--- src/uae_pkg.sv ---
// constants, types and helper functions of the address and endpoint zero control block
`default_nettype none
package uae_pkg;
    // register offsets
    localparam logic [7:0] OFS_ADDR_A   = 8'h10;
    localparam logic [7:0] OFS_MODE_A0  = 8'h12;
    localparam logic [7:0] OFS_USB_CTRL = 8'h1F;
    localparam logic [7:0] OFS_ADDR_B   = 8'h40;
    localparam logic [7:0] OFS_MODE_B0  = 8'h42;
    localparam logic [7:0] REG_RESET    = 8'h00;

    // field positions
    localparam int ADDR_EN_BIT    = 7;
    localparam int CTRL_SIZE_BIT  = 7;
    localparam int CTRL_FIVE_BIT  = 6;
    localparam int MODE_SETUP_BIT = 7;
    localparam int MODE_IN_BIT    = 6;
    localparam int MODE_OUT_BIT   = 5;
    localparam int MODE_ACK_BIT   = 4;

    // cpu stall per byte written by the engine
    localparam logic [1:0] STALL_CYCLES_PER_BYTE = 2'h3;
    localparam logic [5:0] FIFO_LEN_SMALL        = 6'h08;
    localparam logic [5:0] FIFO_LEN_LARGE        = 6'h20;

    // mode codes
    localparam logic [3:0] MODE_DISABLE    = 4'h0;
    localparam logic [3:0] MODE_NAK_IN_OUT = 4'h1;
    localparam logic [3:0] MODE_STATUS_OUT = 4'h2;
    localparam logic [3:0] MODE_STALL_IO   = 4'h3;
    localparam logic [3:0] MODE_IGNORE_IO  = 4'h4;
    localparam logic [3:0] MODE_ISO_OUT    = 4'h5;
    localparam logic [3:0] MODE_STATUS_IN  = 4'h6;
    localparam logic [3:0] MODE_ISO_IN     = 4'h7;

    typedef enum logic [1:0] {
        PID_SETUP = 2'b00,
        PID_IN    = 2'b01,
        PID_OUT   = 2'b10,
        PID_NONE  = 2'b11
    } uae_pid_t;

    typedef enum logic [2:0] {
        EP_A0 = 3'b000,
        EP_A1 = 3'b001,
        EP_A2 = 3'b010,
        EP_A3 = 3'b011,
        EP_A4 = 3'b100,
        EP_B0 = 3'b101,
        EP_B1 = 3'b110
    } uae_ep_t;

    typedef enum logic [2:0] {
        RESP_IGNORE   = 3'b000,
        RESP_ACCEPT   = 3'b001,
        RESP_NAK      = 3'b010,
        RESP_STALL    = 3'b011,
        RESP_CHECK    = 3'b100,
        RESP_TX_ZERO  = 3'b101,
        RESP_TX_COUNT = 3'b110,
        RESP_ALWAYS   = 3'b111
    } uae_resp_t;

    // fifo start address in user ram for each configuration
    function automatic logic [7:0] fifo_base(input logic [2:0] ep, input logic size, input logic five);
        logic [7:0] b;
        b = 8'hF8;
        case ({size, five, ep})
            {2'b00, EP_B1}, {2'b01, EP_A4}: b = 8'hD8;
            {2'b00, EP_B0}, {2'b01, EP_A3}: b = 8'hE0;
            {2'b00, EP_A2}, {2'b01, EP_A2}: b = 8'hE8;
            {2'b00, EP_A1}, {2'b01, EP_A1}: b = 8'hF0;
            {2'b00, EP_A0}, {2'b01, EP_A0}: b = 8'hF8;
            {2'b10, EP_B0}, {2'b11, EP_A3}: b = 8'hA8;
            {2'b10, EP_B1}, {2'b11, EP_A4}: b = 8'hB0;
            {2'b10, EP_A0}, {2'b11, EP_A0}: b = 8'hB8;
            {2'b10, EP_A1}, {2'b11, EP_A1}: b = 8'hC0;
            {2'b10, EP_A2}, {2'b11, EP_A2}: b = 8'hE0;
            default: b = 8'hF8;
        endcase
        return b;
    endfunction

    function automatic logic [5:0] fifo_len(input logic [2:0] ep, input logic size);
        return (size && (ep == EP_A1 || ep == EP_A2)) ? FIFO_LEN_LARGE : FIFO_LEN_SMALL;
    endfunction

    // handshake decision for one token kind under a mode code
    function automatic uae_resp_t mode_response(input logic [3:0] mode, input logic [1:0] pid);
        uae_resp_t r;
        r = RESP_IGNORE;
        case (mode)
            MODE_DISABLE:    r = RESP_IGNORE;
            MODE_NAK_IN_OUT: r = (pid == PID_SETUP) ? RESP_ACCEPT : RESP_NAK;
            MODE_STATUS_OUT: r = (pid == PID_SETUP) ? RESP_ACCEPT : (pid == PID_IN) ? RESP_STALL : RESP_CHECK;
            MODE_STALL_IO:   r = (pid == PID_SETUP) ? RESP_ACCEPT : RESP_STALL;
            MODE_IGNORE_IO:  r = (pid == PID_SETUP) ? RESP_ACCEPT : RESP_IGNORE;
            MODE_ISO_OUT:    r = (pid == PID_OUT) ? RESP_ALWAYS : RESP_IGNORE;
            MODE_STATUS_IN:  r = (pid == PID_SETUP) ? RESP_ACCEPT : (pid == PID_IN) ? RESP_TX_ZERO : RESP_STALL;
            MODE_ISO_IN:     r = (pid == PID_IN) ? RESP_TX_COUNT : RESP_IGNORE;
            default:         r = RESP_IGNORE;
        endcase
        return r;
    endfunction
endpackage
`default_nettype wire

--- src/uae_fifo_writer.sv ---
// user ram write port: engine fifo bytes with cpu stall, cpu writes otherwise
`timescale 1ns/1ps
`default_nettype none
module uae_fifo_writer (
    // clock and reset
    input  wire logic       sys_clk,
    input  wire logic       reset,
    // engine byte
    input  wire logic       eng_valid,
    input  wire logic [7:0] eng_addr,
    input  wire logic [7:0] eng_data,
    output logic            eng_ready,
    // cpu write, already filtered
    input  wire logic       cpu_we,
    input  wire logic [7:0] cpu_addr,
    input  wire logic [7:0] cpu_data,
    // ram port
    output logic            ram_we_q,
    output logic [7:0]      ram_addr_q,
    output logic [7:0]      ram_wdata_q,
    output logic            cpu_stall
);
    logic [1:0] stall_cnt_q;
    logic       take;

    assign eng_ready = (stall_cnt_q == 2'h0);
    assign take      = eng_valid && eng_ready;
    assign cpu_stall = (stall_cnt_q != 2'h0);

    // each accepted byte owns the data bus for three cycles
    always_ff @(posedge sys_clk or posedge reset) begin
        if (reset) begin
            stall_cnt_q <= 2'h0;
        end else if (take) begin
            stall_cnt_q <= uae_pkg::STALL_CYCLES_PER_BYTE;
        end else if (stall_cnt_q != 2'h0) begin
            stall_cnt_q <= stall_cnt_q - 2'h1;
        end
    end

    // engine owns the bus; a cpu write during a stall is dropped
    always_ff @(posedge sys_clk or posedge reset) begin
        if (reset) begin
            ram_we_q    <= 1'b0;
            ram_addr_q  <= 8'h00;
            ram_wdata_q <= 8'h00;
        end else if (take) begin
            ram_we_q    <= 1'b1;
            ram_addr_q  <= eng_addr;
            ram_wdata_q <= eng_data;
        end else if (cpu_we && !cpu_stall) begin
            ram_we_q    <= 1'b1;
            ram_addr_q  <= cpu_addr;
            ram_wdata_q <= cpu_data;
        end else begin
            ram_we_q    <= 1'b0;
        end
    end
endmodule // uae_fifo_writer
`default_nettype wire

--- src/uae_usb_address_endpoint0_control.sv ---
// device addresses, endpoint configuration, endpoint zero mode registers and fifo placement
`timescale 1ns/1ps
`default_nettype none
// Summary of operation
// - two address registers at 0x10 and 0x40
// - reset clears addresses and their enables
// - respond only when address enable bit set
// - control bit 7 sizes, bit 6 address count
// - default: A three endpoints, B two
// - fifo start and size follow configuration
// - fifos live in user data ram
// - engine fifo byte stalls cpu three cycles
// - endpoint zero bidirectional, others one direction
// - mode registers cleared by reset
// - five endpoint mode: 0x42 is endpoint three
// - ack flag set on acked transaction
// - out received flag set on out token
// - in received flag set on in token
// - setup flag set by engine, cpu write clears
// - setup flag forced high from data to ack
// - engine update locks bits until cpu read
// - lock only on endpoint zero mode registers
// - setup flag blocks cpu endpoint zero fifo writes
// - status out ack out only; setup may overwrite
// - mode codes decode to setup, in, out handshakes
module uae_usb_address_endpoint0_control (
    // clock and reset
    input  wire logic       sys_clk,
    input  wire logic       reset,
    // register port
    input  wire logic [7:0] reg_addr,
    input  wire logic [7:0] reg_wdata,
    input  wire logic       reg_wr,
    input  wire logic       reg_rd,
    output logic [7:0]      reg_rdata,
    // token from the serial interface engine
    input  wire logic       tok_valid,
    input  wire logic [1:0] tok_pid,
    input  wire logic [6:0] tok_addr,
    input  wire logic [3:0] tok_endp,
    // routing answer, one cycle after the token
    output logic            tok_hit_q,
    output logic            tok_func_b_q,
    output logic [2:0]      tok_ep_q,
    output logic [2:0]      tok_resp_q,
    // transaction events for the current endpoint
    input  wire logic       data_start,
    input  wire logic       ack_start,
    input  wire logic       xact_done,
    input  wire logic       xact_acked,
    input  wire logic [3:0] xact_mode,
    // received data byte from the engine
    input  wire logic       eng_byte_valid,
    input  wire logic [4:0] eng_byte_offset,
    input  wire logic [7:0] eng_byte_data,
    output logic            eng_byte_ready,
    // cpu fifo write
    input  wire logic       cpu_fifo_wr,
    input  wire logic [7:0] cpu_fifo_addr,
    input  wire logic [7:0] cpu_fifo_data,
    // user ram port and cpu hold
    output logic            ram_we_q,
    output logic [7:0]      ram_addr_q,
    output logic [7:0]      ram_wdata_q,
    output logic            cpu_stall,
    // configuration seen by the engine
    output logic            cfg_large_q,
    output logic            cfg_five_q
);
    logic [7:0] addr_a_q;
    logic [7:0] addr_b_q;
    logic [6:0] mode_q [2];
    logic [1:0] setup_q;
    logic [1:0] lock_q;
    logic [1:0] hold_q;
    logic [7:0] reg_rdata_q;
    logic [2:0] cur_ep_q;
    logic [1:0] cur_pid_q;
    logic       cur_valid_q;

    logic       hit_a;
    logic       hit_b;
    logic       hit_d;
    logic       func_b_d;
    logic [2:0] ep_d;
    logic [2:0] resp_d;
    logic [1:0] mode_wr;
    logic [1:0] mode_rd;
    logic [1:0] ctl_fmt;
    logic [1:0] upd;
    logic [1:0] setup_set;
    logic [1:0] setup_end;
    logic [2:0] reg_ep [2];
    logic [7:0] fifo_lo;
    logic [5:0] fifo_sz;
    logic [7:0] eng_ram_addr;
    logic       cpu_fifo_ok;

    // configuration register: only the two endpoint layout bits are kept
    always_ff @(posedge sys_clk or posedge reset) begin
        if (reset) begin
            cfg_large_q <= 1'b0;
            cfg_five_q  <= 1'b0;
        end else if (reg_wr && reg_addr == uae_pkg::OFS_USB_CTRL) begin
            cfg_large_q <= reg_wdata[uae_pkg::CTRL_SIZE_BIT];
            cfg_five_q  <= reg_wdata[uae_pkg::CTRL_FIVE_BIT];
        end
    end

    // address registers, fully writable at any time
    always_ff @(posedge sys_clk or posedge reset) begin
        if (reset) begin
            addr_a_q <= uae_pkg::REG_RESET;
            addr_b_q <= uae_pkg::REG_RESET;
        end else if (reg_wr) begin
            if (reg_addr == uae_pkg::OFS_ADDR_A) begin
                addr_a_q <= reg_wdata;
            end
            if (reg_addr == uae_pkg::OFS_ADDR_B) begin
                addr_b_q <= reg_wdata;
            end
        end
    end

    // token routing
    always_comb begin
        hit_a    = addr_a_q[uae_pkg::ADDR_EN_BIT] && (tok_addr == addr_a_q[6:0]);
        hit_b    = !cfg_five_q && addr_b_q[uae_pkg::ADDR_EN_BIT] && (tok_addr == addr_b_q[6:0]);
        hit_d    = 1'b0;
        func_b_d = 1'b0;
        ep_d     = uae_pkg::EP_A0;
        if (hit_a) begin
            // a shared address on both registers is served by function A
            if (cfg_five_q && tok_endp <= 4'h4) begin
                hit_d = 1'b1;
                ep_d  = tok_endp[2:0];
            end else if (!cfg_five_q && tok_endp <= 4'h2) begin
                hit_d = 1'b1;
                ep_d  = tok_endp[2:0];
            end
        end else if (hit_b && tok_endp <= 4'h1) begin
            hit_d    = 1'b1;
            func_b_d = 1'b1;
            ep_d     = (tok_endp == 4'h0) ? uae_pkg::EP_B0 : uae_pkg::EP_B1;
        end
    end

    // handshake from the mode register that owns the endpoint
    always_comb begin
        resp_d = uae_pkg::RESP_IGNORE;
        if (ep_d == uae_pkg::EP_A0) begin
            resp_d = uae_pkg::mode_response(mode_q[0][3:0], tok_pid);
        end else if (ep_d == uae_pkg::EP_B0 || (cfg_five_q && ep_d == uae_pkg::EP_A3)) begin
            resp_d = uae_pkg::mode_response(mode_q[1][3:0], tok_pid);
        end
        // setup is only meaningful on the bidirectional control endpoints
        if (tok_pid == uae_pkg::PID_SETUP && ep_d != uae_pkg::EP_A0 && ep_d != uae_pkg::EP_B0) begin
            resp_d = uae_pkg::RESP_IGNORE;
        end
    end

    always_ff @(posedge sys_clk or posedge reset) begin
        if (reset) begin
            tok_hit_q    <= 1'b0;
            tok_func_b_q <= 1'b0;
            tok_ep_q     <= uae_pkg::EP_A0;
            tok_resp_q   <= uae_pkg::RESP_IGNORE;
        end else begin
            tok_hit_q    <= tok_valid && hit_d;
            if (tok_valid) begin
                tok_func_b_q <= func_b_d;
                tok_ep_q     <= ep_d;
                tok_resp_q   <= hit_d ? resp_d : uae_pkg::RESP_IGNORE;
            end
        end
    end

    // current transaction context, held until the next token
    always_ff @(posedge sys_clk or posedge reset) begin
        if (reset) begin
            cur_valid_q <= 1'b0;
            cur_ep_q    <= uae_pkg::EP_A0;
            cur_pid_q   <= uae_pkg::PID_NONE;
        end else if (tok_valid) begin
            cur_valid_q <= hit_d;
            cur_ep_q    <= ep_d;
            cur_pid_q   <= tok_pid;
        end
    end

    // per mode register decode; index 1 changes meaning in five endpoint mode
    always_comb begin
        reg_ep[0] = uae_pkg::EP_A0;
        reg_ep[1] = cfg_five_q ? uae_pkg::EP_A3 : uae_pkg::EP_B0;
        ctl_fmt   = {!cfg_five_q, 1'b1};
        mode_wr   = {reg_wr && reg_addr == uae_pkg::OFS_MODE_B0, reg_wr && reg_addr == uae_pkg::OFS_MODE_A0};
        mode_rd   = {reg_rd && reg_addr == uae_pkg::OFS_MODE_B0, reg_rd && reg_addr == uae_pkg::OFS_MODE_A0};
        for (int i = 0; i < 2; i++) begin
            upd[i]       = xact_done && cur_valid_q && (cur_ep_q == reg_ep[i]);
            setup_set[i] = data_start && cur_valid_q && ctl_fmt[i] && (cur_ep_q == reg_ep[i])
                           && (cur_pid_q == uae_pkg::PID_SETUP);
            setup_end[i] = ack_start && cur_valid_q && (cur_ep_q == reg_ep[i]);
        end
    end

    // setup hold window: from setup data packet to the engine's ack
    always_ff @(posedge sys_clk or posedge reset) begin
        if (reset) begin
            hold_q <= 2'b00;
        end else begin
            for (int i = 0; i < 2; i++) begin
                if (setup_set[i]) begin
                    hold_q[i] <= 1'b1;
                end else if (setup_end[i] || !ctl_fmt[i]) begin
                    hold_q[i] <= 1'b0;
                end
            end
        end
    end

    // lock after an engine update; a read in the update cycle does not unlock
    always_ff @(posedge sys_clk or posedge reset) begin
        if (reset) begin
            lock_q <= 2'b00;
        end else begin
            for (int i = 0; i < 2; i++) begin
                if (!ctl_fmt[i]) begin
                    lock_q[i] <= 1'b0;
                end else if (upd[i]) begin
                    lock_q[i] <= 1'b1;
                end else if (mode_rd[i]) begin
                    lock_q[i] <= 1'b0;
                end
            end
        end
    end

    // setup received flag, or stall bit in non control format
    always_ff @(posedge sys_clk or posedge reset) begin
        if (reset) begin
            setup_q <= 2'b00;
        end else begin
            for (int i = 0; i < 2; i++) begin
                if (!ctl_fmt[i]) begin
                    if (mode_wr[i]) begin
                        setup_q[i] <= reg_wdata[uae_pkg::MODE_SETUP_BIT];
                    end
                end else if (setup_set[i] || hold_q[i]) begin
                    setup_q[i] <= 1'b1;
                end else if (mode_wr[i]) begin
                    // any write clears, whatever the value
                    setup_q[i] <= 1'b0;
                end
            end
        end
    end

    // token flags, ack and mode bits
    always_ff @(posedge sys_clk or posedge reset) begin
        if (reset) begin
            mode_q[0][6:0] <= 7'h00;
            mode_q[1][6:0] <= 7'h00;
        end else begin
            for (int i = 0; i < 2; i++) begin
                if (upd[i]) begin
                    // engine wins over a cpu write in the same cycle
                    if (ctl_fmt[i]) begin
                        if (cur_pid_q == uae_pkg::PID_IN) begin
                            mode_q[i][uae_pkg::MODE_IN_BIT] <= 1'b1;
                        end
                        if (cur_pid_q == uae_pkg::PID_OUT) begin
                            mode_q[i][uae_pkg::MODE_OUT_BIT] <= 1'b1;
                        end
                    end
                    if (xact_acked) begin
                        mode_q[i][uae_pkg::MODE_ACK_BIT] <= 1'b1;
                    end
                    mode_q[i][3:0] <= xact_mode;
                end else if (mode_wr[i] && !(ctl_fmt[i] && lock_q[i])) begin
                    mode_q[i][6:5] <= ctl_fmt[i] ? reg_wdata[6:5] : 2'b00;
                    mode_q[i][4:0] <= reg_wdata[4:0];
                end
            end
        end
    end

    // register read data, valid the cycle after the strobe
    always_ff @(posedge sys_clk or posedge reset) begin
        if (reset) begin
            reg_rdata_q <= 8'h00;
        end else if (reg_rd) begin
            case (reg_addr)
                uae_pkg::OFS_ADDR_A:   reg_rdata_q <= addr_a_q;
                uae_pkg::OFS_ADDR_B:   reg_rdata_q <= addr_b_q;
                uae_pkg::OFS_MODE_A0:  reg_rdata_q <= {setup_q[0], mode_q[0]};
                uae_pkg::OFS_MODE_B0:  reg_rdata_q <= {setup_q[1], mode_q[1]};
                uae_pkg::OFS_USB_CTRL: reg_rdata_q <= {cfg_large_q, cfg_five_q, 6'h00};
                default:               reg_rdata_q <= 8'h00;
            endcase
        end else begin
            reg_rdata_q <= 8'h00;
        end
    end

    assign reg_rdata = reg_rdata_q;

    // engine byte placed inside the fifo of the current endpoint
    always_comb begin
        fifo_lo      = uae_pkg::fifo_base(cur_ep_q, cfg_large_q, cfg_five_q);
        fifo_sz      = uae_pkg::fifo_len(cur_ep_q, cfg_large_q);
        // offsets wrap inside the fifo so a long packet never spills into a neighbour
        eng_ram_addr = fifo_lo + {3'b000, eng_byte_offset & 5'(fifo_sz - 6'h01)};
    end

    // cpu writes into a control fifo are refused while its setup flag stands
    always_comb begin
        cpu_fifo_ok = 1'b1;
        for (int i = 0; i < 2; i++) begin
            if (ctl_fmt[i] && setup_q[i]) begin
                // modular distance: the fifo at 0xF8 would wrap a plain upper bound to zero
                if (8'(cpu_fifo_addr - uae_pkg::fifo_base(reg_ep[i], cfg_large_q, cfg_five_q))
                    < {2'b00, uae_pkg::FIFO_LEN_SMALL}) begin
                    cpu_fifo_ok = 1'b0;
                end
            end
        end
    end

    // no nak-in hold after a status stage, so setup data simply lands in the fifo
    uae_fifo_writer u_fifo_writer (
        .sys_clk     (sys_clk),
        .reset       (reset),
        .eng_valid   (eng_byte_valid && cur_valid_q),
        .eng_addr    (eng_ram_addr),
        .eng_data    (eng_byte_data),
        .eng_ready   (eng_byte_ready),
        .cpu_we      (cpu_fifo_wr && cpu_fifo_ok),
        .cpu_addr    (cpu_fifo_addr),
        .cpu_data    (cpu_fifo_data),
        .ram_we_q    (ram_we_q),
        .ram_addr_q  (ram_addr_q),
        .ram_wdata_q (ram_wdata_q),
        .cpu_stall   (cpu_stall)
    );
endmodule // uae_usb_address_endpoint0_control
`default_nettype wire

--- config.mk ---
export PLATFORM = sky130hd
export DESIGN_NAME = uae_usb_address_endpoint0_control
export DESIGN_NICKNAME = d
export VERILOG_FILES = /design/src/uae_pkg.sv /design/src/uae_fifo_writer.sv /design/src/uae_usb_address_endpoint0_control.sv
export SDC_FILE = /design/constraint.sdc
export NUM_CORES = 1
export LEC_CHECK = 0
export BUFFER_PORTS_ARGS = -buffer_cell sky130_fd_sc_hd__buf_2
export CORE_AREA = 2 2 99 101
export DETAILED_ROUTE_END_ITERATION = 12
export DIE_AREA = 0 0 101 103
export PLACE_DENSITY = 0.74
export SLEW_MARGIN = 20
export SYNTH_ARGS = -nofsm -noshare
export SYNTH_HDL_FRONTEND = slang
export SYNTH_SLANG_ARGS = --single-unit
--- constraint.sdc ---
create_clock -name sys_clk -period 4.13 [get_ports sys_clk]
set_clock_uncertainty 0.05 [all_clocks]
set_input_delay 0.413 -clock sys_clk [delete_from_list [all_inputs] [get_ports sys_clk]]
set_output_delay 0.413 -clock sys_clk [all_outputs]
set_load 0.01 [all_outputs]
==> flow_metrics.env, run 1 <==
export IMPL_status="complete, no violations"
export IMPL_post_cts_setup_buffer_count=0
export IMPL_worstPathCellList="mux2i_1 -> a21oi_1 -> mux2i_1 -> ha_1 -> inv_1 -> fa_1 -> xor2_1 -> nand2_1 -> o21ai_0"
export IMPL_netlist_top_cells_area="dfrtp_1 40%, mux2i_1 6.1%, mux2_2 4.7%, nand2_1 4.5%, o21ai_0 3.8%"
export IMPL_seqCellArea_sq_um=1900
export IMPL_yosysUniqueCellTypes=71
export IMPL_path_clk_slew_ns=0.09
export IMPL_first_pass_iters=6
export IMPL_maxSlewViolCount=0
export IMPL_core_sq_um=9460
export IMPL_switching_share_pct=34.5
export IMPL_combinationalPowerShare_pct=26.8
export IMPL_dpl_hpwl_um=8420
export IMPL_n_fill_cell=849
export IMPL_pin_count=110
export IMPL_die_height_um=103
export IMPL_cts_buffers=9
export IMPL_area_delta_synth_final_pct=16.5
export IMPL_track_usage_pct=22.3
export IMPL_rr_endpoint="u_fifo_writer.ram_addr_q[5]"
export IMPL_hold_class="primary input to async pin"
export IMPL_row_count=36
export IMPL_cts_sinks=76
export IMPL_setup_viol=0
export IMPL_fin_ws_ns=1.53
export IMPL_rr_worst_depth=9
export IMPL_finalNetCount=658
export IMPL_routabilityCongestion=0.890
export IMPL_vias=3957
export IMPL_finalNonFillerCells=690
export IMPL_crit_type="flop to flop"
export IMPL_postCtsHoldBufs=0
export IMPL_ant_nets=0
export IMPL_switchingPower_w=0.000723
export IMPL_ys_seq_area_share_pct=41.5
export IMPL_maxCapViolations=0
export IMPL_netlist_area_sq_um=4590
export IMPL_synth_top_area_share_pct=40.3
export IMPL_internal_power_w=0.00137
export IMPL_postSynth_asyncResetShare_pct=100
export IMPL_relSlewSlack_pct=45.2
export IMPL_initial_utilization_pct=48.5
export IMPL_grt_ovfl_total=0
export IMPL_ys_warn_count=0
export IMPL_grt_pass1_wl_um=18200
export IMPL_r2r_start="cfg_five_q"
export IMPL_synth_most_common_cell="dfrtp_1"
export IMPL_leakagePower_nw=2.39
export IMPL_peakVddDrop_mv=0.211
export IMPL_die_area_sq_um=10400
export IMPL_multiInputGateArea_sq_um=2450
export IMPL_syn_inst=474
export IMPL_cts_tree="yes"
export IMPL_fmax_mhz=385
export IMPL_fin_crit_ns=2.60
export IMPL_die_w_um=101
export IMPL_synth_common_cells="74 x dfrtp_1, 55 x nand2_1, 35 x o21ai_0"
export IMPL_clockRootBuffer="clkbuf_8"
export IMPL_cts_resized_gates=0
export IMPL_netlist_top_cell_by_area="dfrtp_1"
export IMPL_clk_insertion_delay_late_ns=0.36
export IMPL_ys_flop_type="dfrtp_1"
export IMPL_place_ws_ns=1.53
export IMPL_startpoint="cfg_five_q"
export IMPL_cp_max_fo=23
export IMPL_r2r_slack_ns=1.53
export IMPL_hold_viol=0
export IMPL_synth_area_per_cell_sq_um=9.68
export IMPL_worstSetupEndpoint="u_fifo_writer.ram_addr_q[5]"
export IMPL_power_density_nw_per_um2=392
export IMPL_fin_crit_sh_pct=62.9
export IMPL_wirelength_um=11200
export IMPL_synth_edf_count=0
export IMPL_synth_ff_latch_count=76
export IMPL_cp_required_ns=4.31
export IMPL_h_tree_depth=3
export IMPL_grt_setup_unrepaired="false"
export IMPL_cpMostUsedCell="mux2i_1"
export IMPL_worstMarginPinSlew_ns=0.821
export IMPL_drc=0
export IMPL_antenna_found_initial=0
export IMPL_crit_path_max_incr_delay_ns=0.85
export IMPL_grt_max_degree=40
export IMPL_pwr_share_clk_pct=26.7
export IMPL_drive_above_1_share_pct=29.2
export IMPL_drt_iter0_drc=232
export IMPL_crit_path_start_kind="flop"
export IMPL_endpoint_kind="flop"
export IMPL_placement_io_buffers=109
export IMPL_placedCellCount=674
export IMPL_routedWlPerCell_um=16.3
export IMPL_n_antenna_cell=0
export IMPL_tns_ns=0
export IMPL_viasPerCell=5.73
export IMPL_grt_pass1_vias=3765
export IMPL_clockBufferDepth=2
export IMPL_crit_slowest_cell="dfrtp_1"
export IMPL_synthesis_nets=561
export IMPL_seq_power_share_pct=46.5
export IMPL_worstPathArrival_ns=2.78
[layout make-up]
class | instances | area share, %
timing repair buffer | 114 | 10.9
tap | 114 | 2.67
clock buffer | 9 | 2.32
inverter | 21 | 1.47
sequential | 76 | 35.6
clock inverter | 7 | 1.24
multi-input combinational | 349 | 45.8
[sequential cells by signal, summed over array words and instances, names as in the netlist, 2 cells and up]
name                       flops
addr_a_q                       8
addr_b_q                       8
cur_ep_q                       3
cur_pid_q                      2
hold_q                         2
lock_q                         2
mode_q                        14
reg_rdata                      8
setup_q                        2
tok_resp_q                     3
u_fifo_writer.ram_addr_q       8
u_fifo_writer.ram_wdata_q      8
u_fifo_writer.stall_cnt_q      2
[kinds of logic after synthesis]
| logic type | synth area share (%) |
|---|---|
| AO/OA/AOI/OAI | 16.9 |
| XOR/XNOR | 4.39 |
| adder cells (fa/ha/maj) | 3.98 |
| buffers and inverters | 5.45 |
| flip-flops | 41.5 |
| multiplexers | 11.3 |
| AND/OR/NAND/NOR | 16.5 |
[how the worst min path moves through the flow]
stage                              endpoint  slack [ns]  depth (start not counted)
3_5_place_dp   u_fifo_writer.stall_cnt_q[0]        0.42                          1
4_1_cts                         addr_a_q[5]        0.18                          2
3_3_place_gp   u_fifo_writer.stall_cnt_q[0]        0.40                          1
6_report       u_fifo_writer.ram_wdata_q[6]        0.15                          2
5_1_grt        u_fifo_writer.ram_wdata_q[6]        0.22                          3
2_1_floorplan  u_fifo_writer.stall_cnt_q[0]        0.39                          1
[critical path, delay by kind of cell, from the launching register on]
kind	cells	cell delay (ns)
compound gates	2	0.17
xor+xnor	1	0.18
fa+ha+maj	2	0.59
buf+inv	1	0.05
flops	1	0.85
mux	2	0.49
simple gates	1	0.08
[per-layer routing]
metal  global-route usage [%]  share of wire, %
met5                        0                 0
met4                     7.17               1.4
met3                     3.39               6.2
met2                     40.1                50
met1                     27.6                42
[power groups by stage]
stage	Clock, W	Combinational (W)	Sequential, W
CTS	0.000571	0.000569	0.000973
global route	0.000603	0.000639	0.000991
global placement	0	0.000552	0.000981
finish	0.000559	0.000561	0.000974
detailed placement	0	0.000567	0.000988
floorplan	0	0.000345	0.000995
[cells in the final DEF (no fill, tap or decap), types with 13 or more instances in the layout]
| cell type | count |
|---|---|
| a21oi_1 | 30 |
| buf_2 | 109 |
| mux2i_1 | 28 |
| nand2_1 | 55 |
| xnor2_1 | 19 |
| o21ai_0 | 35 |
| mux2_2 | 19 |
| nor2_1 | 26 |
| dfrtp_1 | 74 |
| ha_1 | 13 |
| inv_1 | 20 |
[metrics by stage]
| stage | power [W] | hold WS (ns) | area [sq um] | utilization, % |
|---|---|---|---|---|
| after floorplan | 0.00134 | 0.390 | 4590 | - |
| after global placement | 0.00153 | 0.403 | 5150 | 54.4 |
| after detailed placement | 0.00156 | 0.417 | 5150 | 54.4 |
| after CTS | 0.00211 | 0.178 | 5340 | 56.5 |
| after global routing | 0.00223 | 0.222 | 5350 | 56.5 |
| final | 0.00209 | 0.154 | 5350 | 56.5 |
No activity file was read; power rests on OpenSTA's default activity.
==> run 2: changes to the inputs <==
CORE_AREA = 2 2 100 102   (was 2 2 99 101)
DIE_AREA = 0 0 102 104   (was 0 0 101 103)
PLACE_DENSITY = 0.76   (was 0.74)
clock period = 2.08 ns   (was 4.13 ns; I/O delays follow)
==> flow_metrics.env, run 2 (synthesis gave the netlist of run 1 again) <==
export IMPL_cts_buffers=9
export IMPL_leakagePower_nw=2.69
export IMPL_use_met2_pct=41.9
export IMPL_fin_ws_ns=-0.218
export IMPL_worstPathCellList="buf_6 -> buf_6 -> buf_6 -> ha_4 -> nand2b_4 -> nand2_1 -> mux2i_1 -> ha_2 -> inv_2 -> fa_2 -> buf_6 -> nor3_2 -> a22oi_1"
export IMPL_maxSlewViolCount=0
export IMPL_grt_pass1_wl_um=19700
export IMPL_grt_pass1_vias=4177
export IMPL_endpoint_kind="flop"
export IMPL_placement_io_buffers=109
export IMPL_core_sq_um=9550
export IMPL_combinationalPowerShare_pct=30.5
export IMPL_fmax_mhz=435
export IMPL_largest_reg_flops=14
export IMPL_pwr_share_clk_pct=26.2
export IMPL_area_delta_synth_final_pct=32.6
export IMPL_switching_share_pct=33.1
export IMPL_grt_use_met1_pct=28.3
export IMPL_fin_total_pwr_w=0.00447
export IMPL_h_tree_depth=3
export IMPL_cts_tree="yes"
export IMPL_grt_use_met3_pct=4.03
export IMPL_routedWlPerCell_um=16.5
export IMPL_clockBufferDepth=2
export IMPL_fin_crit_ns=2.30
export IMPL_clockRootBuffer="clkbuf_8"
export IMPL_violations="negative setup slack"
export IMPL_wirelength_um=12500
export IMPL_routabilityCongestion=0.903
export IMPL_dpl_hpwl_um=8960
export IMPL_die_height_um=104
export IMPL_top_register="mode_q"
export IMPL_finalNetCount=706
export IMPL_antenna_found_initial=0
export IMPL_first_pass_iters=5
export IMPL_vias=4232
export IMPL_cp_max_fo=6
export IMPL_relSlewSlack_pct=57.5
export IMPL_hold_class="primary input to flop"
export IMPL_cp_required_ns=2.26
export IMPL_final_common_cell="buf_2"
export IMPL_layout_common_cells="109 x buf_2, 71 x dfrtp_1, 54 x nand2_1"
export IMPL_clk_insertion_delay_late_ns=0.36
export IMPL_ant_nets=0
export IMPL_track_usage_pct=23.4
export IMPL_fin_crit_sh_pct=110
export IMPL_grt_ovfl_total=0
export IMPL_die_w_um=102
export IMPL_pin_count=110
export IMPL_initial_utilization_pct=48.1
export IMPL_cts_sinks=76
export IMPL_crit_path_max_incr_delay_ns=0.43
export IMPL_drt_iter0_drc=232
export IMPL_drc=0
export IMPL_status="complete, but fails checks"
export IMPL_power_density_nw_per_um2=734
export IMPL_maxCapViolations=0
export IMPL_worstMarginPinSlew_ns=0.637
export IMPL_crit_type="flop to flop"
export IMPL_grt_max_degree=50
export IMPL_hold_viol=0
export IMPL_seq_power_share_pct=43.3
export IMPL_crit_slowest_cell="dfrtp_2"
export IMPL_top_usage_layer="met2"
export IMPL_peakVddDrop_mv=0.446
export IMPL_grt_setup_unrepaired="true"
export IMPL_crit_path_start_kind="flop"
export IMPL_path_clk_slew_ns=0.09
export IMPL_drive_above_1_share_pct=40.9
export IMPL_viasPerCell=5.59
export IMPL_placedCellCount=725
export IMPL_finalNonFillerCells=757
export IMPL_cpMostUsedCell="buf_6"
export IMPL_worstPathArrival_ns=2.48
export IMPL_die_area_sq_um=10600
export IMPL_internal_power_w=0.00299
export IMPL_row_count=36
export IMPL_n_antenna_cell=0
export IMPL_switchingPower_w=0.00148
export IMPL_setup_viol=16
run 2: timing repair:
item,4_1_cts,5_1_grt
gates cloned,1,0
endpoints found under the hold margin,27,0
pin swaps,14,10
buffers inserted,10,6
hold buffers,1,0
endpoints found under the setup margin,18,24
gates resized for setup,35,26
run 2: power groups by stage:
stage / Combinational, W / Sequential (W) / Clock (W)
finish: 0.00136 / 0.00193 / 0.00117
global placement: 0.00118 / 0.00193 / 0
floorplan: 0.000719 / 0.00198 / 0
CTS: 0.00134 / 0.00192 / 0.00119
global route: 0.00151 / 0.00196 / 0.00126
detailed placement: 0.00123 / 0.00195 / 0
run 2: worst max-delay path, delay by kind of cell (launching register included):
kind | cells | cell delay (ns)
AOI/OAI and AO/OA | 1 | 0.08
adders and majority gates | 3 | 0.73
buffers and inverters | 5 | 0.51
DFF | 1 | 0.43
muxes | 1 | 0.16
and+or+nand+nor | 3 | 0.21
run 2: path summary, 6_finish.rpt:
kind,startpoint,cells past startpoint,end,slack [ns]
max,cur_ep_q[0],13,u_fifo_writer.ram_addr_q[7],-0.22
min,eng_byte_data[1],3,u_fifo_writer.ram_wdata_q[1],0.006
max reg2reg,cur_ep_q[0],13,u_fifo_writer.ram_addr_q[7],-0.22
min reg2reg,u_fifo_writer.stall_cnt_q[0],1,u_fifo_writer.stall_cnt_q[0],0.43
max in group asynchronous,reset,4,cur_ep_q[0],0.95
min in group asynchronous,reset,4,u_fifo_writer.ram_addr_q[0],0.43
run 2: layout make-up:
type / count / area [sq um]
clock buffer: 11 / 141
multi-input combinational: 349 / 2730
timing repair buffer: 162 / 988
clock inverter: 5 / 61.3
fill: 775 / 3470
tap: 133 / 166
sequential: 76 / 1910
inverter: 21 / 90.1
run 2: per-stage QoR:
stage          worst slack (ns)  cell area [sq um]  util [%]  hold WS, ns  setup TNS [ns]
2_1_floorplan            -0.186               4670         -        0.275          -0.751
4_1_cts                  -0.239               5950      62.3      0.00391           -1.49
3_3_place_gp             -0.147               5500      57.6        0.276          -0.604
6_report                 -0.218               6080      63.7      0.00595           -1.24
5_1_grt                  -0.338               6080      63.7       0.0116           -2.77
3_5_place_dp             -0.233               5500      57.6        0.273           -1.96
run 2: routing by layer:
layer  vias up  share of wire [%]
met2       168                 52
met3        25                5.8
li1       2000                  -
met5         -                  0
met4         0                1.8
met1      2039                 40
==> run 3: changes to the inputs <==
BUFFER_PORTS_ARGS = -buffer_cell sky130_fd_sc_hd__clkbuf_2   (was -buffer_cell sky130_fd_sc_hd__buf_2)
MAX_ROUTING_LAYER = met4   (was default)
==> flow_metrics.env, run 3 (synthesis gave the netlist of run 1 again) <==
export IMPL_status="complete, but fails checks"
export IMPL_violations="negative setup slack"
export IMPL_postPlaceCellArea_sq_um=5500
export IMPL_drc=0
export IMPL_ant_nets=0
export IMPL_hold_viol=0
export IMPL_grt_max_degree=34
export IMPL_setup_viol=17
export IMPL_pwr_share_clk_pct=25.9
export IMPL_fin_crit_sh_pct=108
export IMPL_grt_setup_unrepaired="true"
export IMPL_grt_ovfl_total=0
export IMPL_n_antenna_cell=0
export IMPL_cts_buffers=9
export IMPL_routedWlPerCell_um=16.8
export IMPL_first_pass_iters=6
export IMPL_hold_depth=3
export IMPL_clockRootBuffer="clkbuf_8"
export IMPL_rr_worst_depth=10
export IMPL_place_ws_ns=-0.204
export IMPL_seq_power_share_pct=43.7
export IMPL_pin_count=110
export IMPL_seqCellArea_sq_um=1910
export IMPL_drt_iter0_drc=274
export IMPL_core_sq_um=9550
export IMPL_power_density_nw_per_um2=739
export IMPL_wirelength_um=12600
export IMPL_cp_max_fo=4
export IMPL_finalNetCount=700
export IMPL_r2r_start="cur_ep_q[1]"
export IMPL_worstPathCellList="inv_4 -> ha_4 -> nor2_2 -> mux4_2 -> a21o_1 -> ha_4 -> a21oi_2 -> nor2_1 -> xnor2_1 -> mux2i_1"
export IMPL_switchingPower_w=0.00148
export IMPL_die_w_um=102
export IMPL_endpoint_kind="flop"
export IMPL_fin_ws_ns=-0.176
export IMPL_grt_pass1_vias=4286
export IMPL_rr_endpoint="u_fifo_writer.ram_addr_q[6]"
export IMPL_antenna_found_initial=0
export IMPL_cts_sinks=76
export IMPL_track_usage_pct=24.4
export IMPL_relSlewSlack_pct=63.0
export IMPL_grt_pass1_wl_um=19800
export IMPL_placement_io_buffers=109
export IMPL_path_buf_inv=1
export IMPL_viasPerCell=5.63
export IMPL_final_common_cell="clkbuf_2"
export IMPL_routabilityCongestion=0.915
export IMPL_cp_top_family="multiplexers"
export IMPL_peakVddDrop_mv=0.390
export IMPL_hp_start="xact_mode[0]"
export IMPL_row_count=36
export IMPL_n_fill_cell=785
export IMPL_crit_path_start_kind="flop"
export IMPL_initial_utilization_pct=48.1
export IMPL_h_tree_depth=3
export IMPL_final_area_sq_um=6020
export IMPL_fmax_mhz=443
export IMPL_clk_insertion_delay_late_ns=0.36
export IMPL_path_clk_slew_ns=0.09
export IMPL_fin_crit_ns=2.26
export IMPL_r2r_slack_ns=-0.18
export IMPL_vias=4229
export IMPL_die_height_um=104
export IMPL_top_register="mode_q"
export IMPL_dpl_hpwl_um=9340
export IMPL_die_area_sq_um=10600
export IMPL_area_delta_synth_final_pct=31.1
export IMPL_maxSlewViolCount=0
export IMPL_cpMostUsedCell="ha_4"
export IMPL_worstPathArrival_ns=2.44
export IMPL_cp_required_ns=2.26
export IMPL_crit_path_max_incr_delay_ns=0.46
export IMPL_leakagePower_nw=2.67
export IMPL_worstMarginPinSlew_ns=0.553
export IMPL_cts_tree="yes"
export IMPL_largest_reg_flops=14
export IMPL_crit_slowest_cell="mux4_2"
export IMPL_maxCapViolations=0
export IMPL_hold_class="primary input to flop"
export IMPL_crit_type="flop to flop"
export IMPL_fin_total_pwr_w=0.00445
export IMPL_switching_share_pct=33.4
export IMPL_drive_above_1_share_pct=39.6
export IMPL_layout_common_cells="109 x clkbuf_2, 70 x dfrtp_1, 53 x nand2_1"
export IMPL_worst_hold_path_endpoint="mode_q[7]"
export IMPL_internal_power_w=0.00296
export IMPL_clockBufferDepth=2
export IMPL_multiInputGateArea_sq_um=2690
export IMPL_combinationalPowerShare_pct=30.4
run 3: layer usage:
layer | GRT usage [%] | routed length (um)
met1 | 27.7 | 5000
met2 | 42.9 | 6640
met3 | 3.90 | 693
met4 | 8.67 | 272
met5 | - | 0
run 3: through the flow:
step | TNS [ns] | hold WS (ns) | cells | utilization, %
floorplan | -0.751 | 0.275 | 474 | -
global placement | -0.584 | 0.224 | 725 | 57.6
detailed placement | -1.99 | 0.231 | 725 | 57.6
CTS | -1.53 | 0.00544 | 747 | 61.6
global route | -3.64 | 0.0125 | 751 | 63.0
finish | -1.32 | 0.00802 | 751 | 63.0
run 3: repair_timing:
item / in CTS / in global routing
hold endpoints to repair: 21 / 0
hold buffers: 1 / 0
pin swaps: 10 / 9
gates resized for setup: 24 / 22
setup buffers: 4 / 4
endpoints found under the setup margin: 20 / 26
cloned: 1 / 0
run 3: how the worst max path moves through the flow:
| stage | cells after the start | slack [ns] | to | start |
|---|---|---|---|---|
| 2_1_floorplan | 10 | -0.19 | u_fifo_writer.ram_addr_q[6] | cur_ep_q[1] |
| 3_3_place_gp | 10 | -0.14 | u_fifo_writer.ram_addr_q[6] | cur_ep_q[1] |
| 3_5_place_dp | 10 | -0.20 | u_fifo_writer.ram_addr_q[6] | cur_ep_q[1] |
| 4_1_cts | 10 | -0.23 | u_fifo_writer.ram_addr_q[6] | cur_ep_q[1] |
| 5_1_grt | 10 | -0.31 | u_fifo_writer.ram_addr_q[6] | cur_ep_q[1] |
| 6_report | 10 | -0.18 | u_fifo_writer.ram_addr_q[6] | cur_ep_q[1] |
run 3: final cells by class:
class | instances | share of cell area [%]
inverter | 21 | 1.50
sequential | 76 | 31.7
clock inverter | 7 | 1.25
clock buffer | 9 | 2.06
timing repair buffer | 156 | 16.0
tap | 133 | 2.77
multi-input combinational | 349 | 44.7
run 3: worst min-delay path, stage by stage:
cell and delay, ns:
clkbuf_2 0.09, nand2_1 0.04, o21ai_0 0.06
run 3: power by group through the flow:
stage,logic (W),registers (W),clock network [W]
floorplan,0.000719,0.00198,0
global placement,0.00118,0.00194,0
detailed placement,0.00123,0.00196,0
CTS,0.00133,0.00193,0.00116
global route,0.00151,0.00197,0.00124
finish,0.00135,0.00194,0.00115
